[src/common/sasr_pkg.sv]
package sasr_pkg;
    // Register offsets on the serial control port
    localparam logic [7:0] SASR_OFS_MAIN_STATUS = 8'h01;
    localparam logic [7:0] SASR_OFS_GEN_STATUS = 8'h05;
    localparam logic [7:0] SASR_OFS_ADC_STATUS = 8'h0d;
    localparam int SASR_MAIN_ADC_ERR_BIT = 11;

    // General status word layout
    localparam int SASR_RATIO_MSB = 15;
    localparam int SASR_RATIO_LSB = 12;
    localparam int SASR_RSV_MSB = 11;
    localparam int SASR_RSV_LSB = 8;
    localparam int SASR_CAUSE_MSB = 7;
    localparam int SASR_CAUSE_LSB = 5;
    localparam int SASR_STATE_MSB = 4;
    localparam int SASR_STATE_LSB = 0;

    // ADC block status word layout
    localparam int SASR_ADC_FLAG_W = 8;
    localparam int SASR_ADC_STOP_BIT = 7;
    localparam int SASR_ADC_TIMELINE_BIT = 6;
    localparam int SASR_ADC_CMD_BIT = 5;
    localparam int SASR_ADC_PARITY_BIT = 4;
    localparam int SASR_ADC_CH2_UNDER_BIT = 3;
    localparam int SASR_ADC_CH2_SAT_BIT = 2;
    localparam int SASR_ADC_CH1_UNDER_BIT = 1;
    localparam int SASR_ADC_CH1_SAT_BIT = 0;

    localparam logic [15:0] SASR_GEN_STATUS_RESET = 16'h0000;
    localparam logic [15:0] SASR_ADC_STATUS_RESET = 16'h0000;

    typedef logic [2:0] sasr_cause_t;
    localparam sasr_cause_t SASR_CAUSE_POWER_ON = 3'h0;
    localparam sasr_cause_t SASR_CAUSE_PROJ_LOW = 3'h1;
    localparam sasr_cause_t SASR_CAUSE_WD_ONE = 3'h2;
    localparam sasr_cause_t SASR_CAUSE_WD_TWO = 3'h3;
    localparam sasr_cause_t SASR_CAUSE_OVERTEMP = 3'h4;
    localparam sasr_cause_t SASR_CAUSE_SW_CYCLE = 3'h5;

    typedef logic [4:0] sasr_top_t;
    localparam sasr_top_t SASR_ST_SHUTDOWN = 5'h00;
    localparam sasr_top_t SASR_ST_INIT_A = 5'h01;
    localparam sasr_top_t SASR_ST_OFF = 5'h02;
    localparam sasr_top_t SASR_ST_INIT_B = 5'h03;
    localparam sasr_top_t SASR_ST_RAIL_1V1 = 5'h04;
    localparam sasr_top_t SASR_ST_RAIL_1V8 = 5'h05;
    localparam sasr_top_t SASR_ST_RAIL_3V3 = 5'h06;
    localparam sasr_top_t SASR_ST_RESET_RELEASE = 5'h07;
    localparam sasr_top_t SASR_ST_STANDBY = 5'h08;
    localparam sasr_top_t SASR_ST_OFFSET_ON = 5'h09;
    localparam sasr_top_t SASR_ST_BIAS_ON = 5'h0a;
    localparam sasr_top_t SASR_ST_DISPLAY_READY = 5'h0c;
    localparam sasr_top_t SASR_ST_DISPLAY_ON = 5'h0d;
    localparam sasr_top_t SASR_ST_PARK_INIT = 5'h0e;
    localparam sasr_top_t SASR_ST_BIAS_RESET_OFF = 5'h0f;
    localparam sasr_top_t SASR_ST_OFFSET_OFF = 5'h10;
    localparam sasr_top_t SASR_ST_DISCHARGE = 5'h11;

    // Ratio monitor: 30 MHz reference divided by 16 gives 8 edges in 85 core cycles
    localparam int SASR_WIN_W = 8;
    localparam int SASR_RATIO_WINDOW = 85;
    localparam logic [3:0] SASR_RATIO_MID = 4'h8;
endpackage

[src/hw/sasr_ratio_mon.sv]
`timescale 1ns/10ps
module sasr_ratio_mon
    import sasr_pkg::*;
#(
    parameter int unsigned WINDOW = SASR_RATIO_WINDOW
) (
    input wire logic clock_i,
    input wire logic reset_i,
    input wire logic ext_ref_i,
    output logic [3:0] ratio_o
);
    localparam logic [SASR_WIN_W-1:0] WIN_LAST = SASR_WIN_W'(WINDOW - 1);

    typedef struct packed {
        logic sync1;
        logic sync2;
        logic prev;
        logic [SASR_WIN_W-1:0] win;
        logic [3:0] edges;
        logic [3:0] ratio;
    } sasr_mon_t;

    sasr_mon_t mon_reg;
    sasr_mon_t mon_next;
    logic rise;

    always_comb begin
        mon_next = mon_reg;
        mon_next.sync1 = ext_ref_i;
        mon_next.sync2 = mon_reg.sync1;
        mon_next.prev = mon_reg.sync2;
        rise = mon_reg.sync2 & ~mon_reg.prev;
        if (mon_reg.win == WIN_LAST) begin
            mon_next.win = '0;
            mon_next.ratio = mon_reg.edges;
            mon_next.edges = rise ? 4'h1 : 4'h0;
        end else begin
            mon_next.win = mon_reg.win + SASR_WIN_W'(1);
            // Saturate so a fast reference cannot wrap to a plausible value
            if (rise && mon_reg.edges != 4'hf) begin
                mon_next.edges = mon_reg.edges + 4'h1;
            end
        end
    end

    always_ff @(posedge clock_i) begin
        if (reset_i) begin
            mon_reg <= '0;
        end else begin
            mon_reg <= mon_next;
        end
    end

    assign ratio_o = mon_reg.ratio;
endmodule

[src/hw/sasr_status_regs.sv]
`timescale 1ns/10ps
// Contract
// - Clock ratio monitor value reads in general status bits 15 to 12.
// - Three-bit field holds the cause of the latest pass through off.
// - Cause codes 000 power-on, 001 projector-on low, 010/011 watchdogs.
// - Cause 100 means over-temperature, 101 software power cycle; others unused.
// - Top state code reads in bits 4 to 0 of status at 0x05.
// - Codes 0x00 to 0x07 cover shutdown, init, off, rails, reset release.
// - Codes 0x08 to 0x0D cover standby, mirror rails, display ready and on.
// - Codes 0x0E to 0x11 cover the parking sequence and discharge.
// - ADC status at 0x0D is readable; writing 1 sets a flag.
// - All ADC flags are ORed into one ADC error indication.
// - That indication feeds main status bit 11 at offset 0x01; here it only drives adc_block_error_o, and reads of 0x01 return zero.
// - Bit 7 sets when an ADC command lacks its stop bit.
// - Bit 6 sets when a command arrives while one is executing.
// - Bit 5 sets on a malformed ADC serial command.
// - Bit 4 sets on a parity error in the command stream.
// - Bits 3 and 2 set on channel two underflow and saturation.
// - Bits 1 and 0 set on channel one underflow and saturation.
module sasr_status_regs
    import sasr_pkg::*;
#(
    parameter int unsigned RATIO_WINDOW = SASR_RATIO_WINDOW
) (
    input wire logic clock_i,
    input wire logic reset_i,
    input wire logic [7:0] reg_addr_i,
    input wire logic reg_wr_i,
    input wire logic reg_rd_i,
    input wire logic [15:0] reg_wdata_i,
    output logic [15:0] reg_rdata_o,
    output logic reg_rvalid_o,
    input wire logic ext_ref_div_i,
    input wire logic [4:0] top_state_i,
    input wire logic projector_on_input_fell_i,
    input wire logic watchdog_one_error_i,
    input wire logic watchdog_two_error_i,
    input wire logic die_overtemp_i,
    input wire logic sw_power_cycle_i,
    input wire logic adc_serial_command_link_stop_err_i,
    input wire logic adc_serial_command_link_start_i,
    input wire logic adc_serial_command_link_busy_i,
    input wire logic adc_serial_command_link_cmd_err_i,
    input wire logic adc_serial_command_link_parity_err_i,
    input wire logic ch2_underflow_i,
    input wire logic ch2_saturated_i,
    input wire logic ch1_underflow_i,
    input wire logic ch1_saturated_i,
    output logic adc_block_error_o
);
    typedef struct packed {
        logic [SASR_ADC_FLAG_W-1:0] adc_flags;
        sasr_cause_t cause;
        sasr_cause_t pending;
        sasr_top_t prev_state;
        logic [15:0] rdata;
        logic rvalid;
        logic adc_err;
    } sasr_state_t;

    localparam sasr_state_t RESET_STATE = '{
        adc_flags: SASR_ADC_STATUS_RESET[SASR_ADC_FLAG_W-1:0],
        cause: SASR_CAUSE_POWER_ON,
        pending: SASR_CAUSE_POWER_ON,
        prev_state: SASR_ST_SHUTDOWN,
        rdata: SASR_GEN_STATUS_RESET,
        rvalid: 1'b0,
        adc_err: 1'b0
    };

    sasr_state_t state_reg;
    sasr_state_t state_next;
    logic [3:0] ratio;
    logic [SASR_ADC_FLAG_W-1:0] hw_set;
    logic [SASR_ADC_FLAG_W-1:0] sw_set;
    logic enter_off;

    function automatic logic sasr_is_off(input sasr_top_t code);
        return code == SASR_ST_OFF;
    endfunction

    sasr_ratio_mon #(
        .WINDOW(RATIO_WINDOW)
    ) u_ratio_mon (
        .clock_i(clock_i),
        .reset_i(reset_i),
        .ext_ref_i(ext_ref_div_i),
        .ratio_o(ratio)
    );

    always_comb begin
        state_next = state_reg;

        hw_set = '0;
        hw_set[SASR_ADC_STOP_BIT] = adc_serial_command_link_stop_err_i;
        hw_set[SASR_ADC_TIMELINE_BIT] = adc_serial_command_link_start_i
            & adc_serial_command_link_busy_i;
        hw_set[SASR_ADC_CMD_BIT] = adc_serial_command_link_cmd_err_i;
        hw_set[SASR_ADC_PARITY_BIT] = adc_serial_command_link_parity_err_i;
        hw_set[SASR_ADC_CH2_UNDER_BIT] = ch2_underflow_i;
        hw_set[SASR_ADC_CH2_SAT_BIT] = ch2_saturated_i;
        hw_set[SASR_ADC_CH1_UNDER_BIT] = ch1_underflow_i;
        hw_set[SASR_ADC_CH1_SAT_BIT] = ch1_saturated_i;

        sw_set = '0;
        if (reg_wr_i && reg_addr_i == SASR_OFS_ADC_STATUS) begin
            sw_set = reg_wdata_i[SASR_ADC_FLAG_W-1:0];
        end
        // Flags have no clear path, so nothing can race a set
        state_next.adc_flags = state_reg.adc_flags | hw_set | sw_set;

        // OR of flags, drives adc_block_error_o only
        state_next.adc_err = |state_next.adc_flags;

        // cause priority, most severe wins in one cycle
        if (die_overtemp_i) begin
            state_next.pending = SASR_CAUSE_OVERTEMP;
        end else if (watchdog_one_error_i) begin
            state_next.pending = SASR_CAUSE_WD_ONE;
        end else if (watchdog_two_error_i) begin
            state_next.pending = SASR_CAUSE_WD_TWO;
        end else if (projector_on_input_fell_i) begin
            state_next.pending = SASR_CAUSE_PROJ_LOW;
        end else if (sw_power_cycle_i) begin
            state_next.pending = SASR_CAUSE_SW_CYCLE;
        end

        enter_off = sasr_is_off(top_state_i) && !sasr_is_off(state_reg.prev_state);
        if (enter_off) begin
            state_next.cause = state_next.pending;
        end
        state_next.prev_state = top_state_i;

        // Writes to the general status word are ignored
        state_next.rvalid = reg_rd_i;
        state_next.rdata = '0;
        if (reg_rd_i) begin
            unique case (reg_addr_i)
                SASR_OFS_GEN_STATUS: begin
                    state_next.rdata[SASR_RATIO_MSB:SASR_RATIO_LSB] = ratio;
                    state_next.rdata[SASR_CAUSE_MSB:SASR_CAUSE_LSB] = state_reg.cause;
                    state_next.rdata[SASR_STATE_MSB:SASR_STATE_LSB] = top_state_i;
                end
                SASR_OFS_ADC_STATUS: begin
                    state_next.rdata[SASR_ADC_FLAG_W-1:0] = state_reg.adc_flags;
                end
                default: begin
                    state_next.rdata = '0;
                end
            endcase
        end
    end

    always_ff @(posedge clock_i) begin
        if (reset_i) begin
            state_reg <= RESET_STATE;
        end else begin
            state_reg <= state_next;
        end
    end

    assign reg_rdata_o = state_reg.rdata;
    assign reg_rvalid_o = state_reg.rvalid;
    assign adc_block_error_o = state_reg.adc_err;

    logic rd_gen;
    logic rd_adc;
    logic wr_adc;
    assign rd_gen = reg_rd_i && reg_addr_i == SASR_OFS_GEN_STATUS;
    assign rd_adc = reg_rd_i && reg_addr_i == SASR_OFS_ADC_STATUS;
    assign wr_adc = reg_wr_i && reg_addr_i == SASR_OFS_ADC_STATUS;
endmodule

[config.mk]
export PLATFORM = sky130hd
export DESIGN_NAME = sasr_status_regs
export DESIGN_NICKNAME = d
export VERILOG_FILES = /design/src/common/sasr_pkg.sv /design/src/hw/sasr_ratio_mon.sv /design/src/hw/sasr_status_regs.sv
export SDC_FILE = /design/constraint.sdc
export NUM_CORES = 1
export LEC_CHECK = 0
export ABC_CLOCK_PERIOD_IN_PS = 1800
export BUFFER_PORTS_ARGS = -buffer_cell sky130_fd_sc_hd__buf_2
export CORE_UTILIZATION = 35
export CTS_BUF_LIST = sky130_fd_sc_hd__clkbuf_4
export DETAILED_ROUTE_END_ITERATION = 6
export PLACE_DENSITY_LB_ADDON = 0.05
export SLEW_MARGIN = 40
export SYNTH_ARGS = -nofsm -noshare
export SYNTH_HDL_FRONTEND = slang
export SYNTH_HIERARCHICAL = 1
export SYNTH_SLANG_ARGS = --single-unit
[constraint.sdc]
create_clock -name clock_i -period 1.8 [get_ports clock_i]
set_input_delay 0.36 -clock clock_i [delete_from_list [all_inputs] [get_ports clock_i]]
set_output_delay 0.36 -clock clock_i [all_outputs]
set_load 0.02 [all_outputs]
==> results_tabular.tex <==
\begin{tabular}{lr}
\hline
Metric & Value \\
\hline
\multicolumn{2}{l}{\textbf{Clocking}} \\
\quad TritonCTS clock tree & built \\
\quad Clock Latency Late Sink & $\sim$0.37 ns \\
\quad Number of clock sinks & 52 \\
\quad Buffers inserted by post-CTS timing repair & 0 \\
\quad Bufs on Longest Clock Path & 2 \\
\quad CTS buffer count & 5 \\
\quad Hold Buf Count CTS & 0 \\
\quad Number of gates resized after cts & 0 \\
\quad Clk pin slew, worst setup/hold paths & $\sim$0.16 ns \\
\quad Clock Tree Root & sky130\_fd\_sc\_hd\_\_clkbuf\_4 \\
\quad H-tree levels & 2 \\
\multicolumn{2}{l}{\textbf{Synthesis}} \\
\quad Commonest cells in the synthesized netlist & sky130\_fd\_sc\_hd\_\_dfxtp\_1, sky130\_fd\_sc\_hd\_\_nor2\_1, sky130\_fd\_sc\_hd\_\_buf\_4, sky130\_fd\_sc\_hd\_\_a21oi\_1 \\
\quad Leading cell types by total area after synthesis & sky130\_fd\_sc\_hd\_\_dfxtp\_1, sky130\_fd\_sc\_hd\_\_buf\_4, sky130\_fd\_sc\_hd\_\_mux2i\_1, sky130\_fd\_sc\_hd\_\_nor2\_1, sky130\_fd\_sc\_hd\_\_nor2b\_1 \\
\quad Number of distinct library cell variants in the gate-level netlist after synthesis & 44 \\
\quad Sequential share of the synthesized area & between 40\% and 50\% \\
\quad Total of flip-flops plus latches after synthesis & 52 \\
\quad Number of warning messages in the yosys log & 6 \\
\quad Most frequently used cell type in the post-synthesis netlist & sky130\_fd\_sc\_hd\_\_dfxtp\_1 \\
\quad Per-instance average area after synthesis & $\sim$9.6 um2 \\
\quad Main synth FF type & sky130\_fd\_sc\_hd\_\_dfxtp\_1 \\
\quad Post-synth EDFFs & 0 \\
\quad Cell count after synthesis & about 230 \\
\quad Share of flip-flops with an asynchronous set or reset & 0\% \\
\quad Post-Synthesis Cell Area & between 2000 and 2500 um2 \\
\quad Fraction of post-synthesis cell area in the top cell type by area & 47.79\% \\
\quad Cell type with the largest total area after synthesis & sky130\_fd\_sc\_hd\_\_dfxtp\_1 \\
\multicolumn{2}{l}{\textbf{Global routing}} \\
\quad Grt total ovfl & 0 \\
\quad Via count of the first global-routing pass & 1569 \\
\quad Antenna violations before repair & 0 \\
\quad Total global-route track usage & approximately 15\% \\
\quad Global-route wire length before repair & between 7000 and 8000 um \\
\quad Pin count of the biggest net entering global routing & 29 \\
\multicolumn{2}{l}{\textbf{Timing}} \\
\quad Worst slew margin & 66.62\% \\
\quad Highest achievable clock rate & $\sim$630 MHz \\
\quad Worst clock skew on the final layout & 0.02590 ns \\
\quad Number of setup violations in the final report & 0 \\
\quad Post-layout minimum cycle time & around 1.6 ns \\
\quad Post-route fraction of the period consumed by the critical path & between 80\% and 90\% \\
\quad RSZ-0062 raised after global routing & no \\
\quad Number of hold violations in the final report & 0 \\
\quad TNS Setup & 0 ns \\
\quad Least-Margin Pin Slew & 0.5008 ns \\
\quad Number of pins with negative max-slew slack in the final report & 0 \\
\multicolumn{2}{l}{\textbf{Power}} \\
\quad Overall power of the completed layout & just over 0.002 W \\
\quad Switching power share of the total & approximately a quarter \\
\quad Part of the power in combinational logic & between 8 and 9\% \\
\quad Power per Cell Area & $\sim$840 nW/um2 \\
\quad Sequential fraction of design power & just under 60\% \\
\quad Leakage Power & approximately 1.0 nW \\
\quad Worst voltage drop across the vdd grid & $\sim$410 uV \\
\quad Clk network pwr share & between 30\% and 40\% \\
\quad Internal power of the cells & 0.001580 W \\
\quad NetSw & slightly below 0.0005 W \\
\multicolumn{2}{l}{\textbf{Finish}} \\
\quad Fill cells & roughly 640 \\
\quad Reg area & around 1000 um2 \\
\quad Largest register FFs & 19 \\
\quad Area added between synthesis and finish & 13.21\% \\
\quad Share of the core filled with cells in the final layout & roughly 41\% \\
\quad Layout cell share with drive strength beyond 1 & 27.88\% \\
\quad Count of antenna diodes in the layout & 0 \\
\quad Area of the multi-input gates & approximately 930 um2 \\
\quad \# nets final & 319 \\
\multicolumn{2}{l}{\textbf{Place}} \\
\quad Count of input and output buffers & 53 \\
\quad Placer congestion estimate & about 0.75 \\
\quad HPWL after DPL & about 3300 um \\
\multicolumn{2}{l}{\textbf{Floorplanning}} \\
\quad Initial cell density of the core & between 30\% and 40\% \\
\quad Num rows & 28 \\
\quad Core area & 5956 um2 \\
\quad Die area & roughly 6500 um2 \\
\quad Total I/O pin count & 66 \\
\quad Height of the die & 80.89 um \\
\quad Horizontal extent of the die & just over 80 um \\
\multicolumn{2}{l}{\textbf{Worst setup path}} \\
\quad Critical path type & flop to flop \\
\quad Required time of the critical path & 2.05 ns \\
\quad Category of the worst setup path launch point & flop \\
\quad Worst Path Max Fanout & 11 \\
\quad Worst-path cell with the longest stage delay & sky130\_fd\_sc\_hd\_\_a21o\_1 \\
\quad Delay of the slowest cell on the worst path & 0.46 ns \\
\quad Endpoint arrival time on the critical path & around 1.8 ns \\
\quad Ordered list of cells on the worst path & inv\_1 > ha\_1 > and4bb\_2 > a21o\_1 > nor3\_1 \\
\quad CP Capture Type & flop \\
\multicolumn{2}{l}{\textbf{Route}} \\
\quad DR pass1 iterations & 4 \\
\quad Remaining number of nets flagged by the antenna check after routing & 0 \\
\quad Number of design rule violations left after detail routing & 0 \\
\quad Per-cell routed wire length & between 10 and 15 um \\
\quad Routed vias/inst & between 4 and 5 \\
\quad Total via count in the routed design & between 1500 and 2000 \\
\quad Final wirelength & 4437 um \\
\quad Count of routing violations after the opening detailed-route iteration & 53 \\
\multicolumn{2}{l}{\textbf{Hold path}} \\
\quad Hold crit path type & input pin to flop \\
\multicolumn{2}{l}{\textbf{Run status}} \\
\quad Status & completed \\
\multicolumn{2}{l}{\textbf{Job}} \\
\quad Total of max-cap violations & 0 \\
\hline
\end{tabular}
-- metrics by stage --
step	instance area, um2	cells	hold slack, ns	setup slack [ns]
floorplan	2190	231	0.4138	0.1986
global placement	2382	336	0.4219	0.03132
detailed placement	2382	336	0.4264	0.01848
CTS	2466	344	0.1451	0.1954
global route	2466	344	0.1323	0.04496
finish	2466	344	0.1617	0.2043
-- power by group through the flow --
| stage | Clock, W | Sequential, W | Combinational (W) |
|---|---|---|---|
| final | 0.000693 | 0.00121 | 0.000171 |
| after global routing | 0.000767 | 0.00121 | 0.000192 |
| after CTS | 0.000720 | 0.00121 | 0.000174 |
| after detailed placement | 0 | 0.00123 | 0.000174 |
| after global placement | 0 | 0.00123 | 0.000174 |
| after floorplan | 0 | 0.00123 | 0.000103 |
-- layout by cell type (no fill, tap or decap), types with 2 or more instances in the layout --
master                     synthesis  routed
sky130_fd_sc_hd__nor2_1           26      26
sky130_fd_sc_hd__inv_1             5       5
sky130_fd_sc_hd__buf_4            20       5
sky130_fd_sc_hd__nor4_1            5       5
sky130_fd_sc_hd__dfxtp_1          52      52
sky130_fd_sc_hd__nor4b_1           2       2
sky130_fd_sc_hd__or3_1             4       4
sky130_fd_sc_hd__nor2b_1          11      11
sky130_fd_sc_hd__and2_1            4       4
sky130_fd_sc_hd__ha_1              3       3
sky130_fd_sc_hd__nand3b_1          2       2
sky130_fd_sc_hd__nand2_1           9       9
sky130_fd_sc_hd__a21oi_2           4       4
sky130_fd_sc_hd__xor2_1            2       2
sky130_fd_sc_hd__nor3_1            3       3
sky130_fd_sc_hd__a211oi_1          3       3
sky130_fd_sc_hd__nand4_1           2       2
sky130_fd_sc_hd__nand3_1          11      11
sky130_fd_sc_hd__clkbuf_4          0       6
sky130_fd_sc_hd__o21ai_0           8       8
sky130_fd_sc_hd__nor3b_1           2       2
sky130_fd_sc_hd__a21oi_1          12      12
sky130_fd_sc_hd__conb_1            1       4
sky130_fd_sc_hd__mux2i_1          11      11
sky130_fd_sc_hd__buf_2             1      53
-- cell families after synthesis --
group / share of synthesized area, %
multiplexers: 5.055
other: 0.1721
adder cells (fa/ha/maj): 1.723
XOR/XNOR: 1.206
AND/OR/NAND/NOR: 22.86
buffers and inverters: 10.22
AO/OA/AOI/OAI: 10.97
flip-flops: 47.79
-- final timing paths --
kind | start | to | slack, ns | depth (start not counted)
max reg2reg | u_ratio_mon/mon_reg[8] | u_ratio_mon/mon_reg[6] | 0.20 | 5
max | u_ratio_mon/mon_reg[8] | u_ratio_mon/mon_reg[6] | 0.20 | 5
min reg2reg | u_ratio_mon/mon_next[17] | u_ratio_mon/mon_next[16] | 0.45 | 1
min | die_overtemp_i | state_reg[23] | 0.16 | 2
-- per-layer routing --
metal  wire, um  up-vias  part of all wire (%)  track usage, %
met3        203       12                   4.6           3.258
met1       2036      759                    46           17.94
met4         95        0                   2.1           6.607
met2       2102       39                    47           25.13
li1           -      844                     -               -
met5          0        -                     0               0
-- layout make-up --
class	instances	area share, %
repair buffers	58	12.28
well taps	75	3.805
multi-input cells	146	37.54
clock buffers	6	1.826
clock inverters	2	1.573
flip-flops and latches	52	42.21
inverters	5	0.7610
-- worst max-delay path, delay by kind of cell (launching register included) --
| family | cells | cell delay, ns |
|---|---|---|
| AND/OR/NAND/NOR | 2 | 0.42 |
| buffers and inverters | 1 | 0.07 |
| adder cells (fa/ha/maj) | 1 | 0.17 |
| AO/OA/AOI/OAI | 1 | 0.46 |
| flip-flops | 1 | 0.37 |
Note: power is estimated with default switching activity, not from simulation.
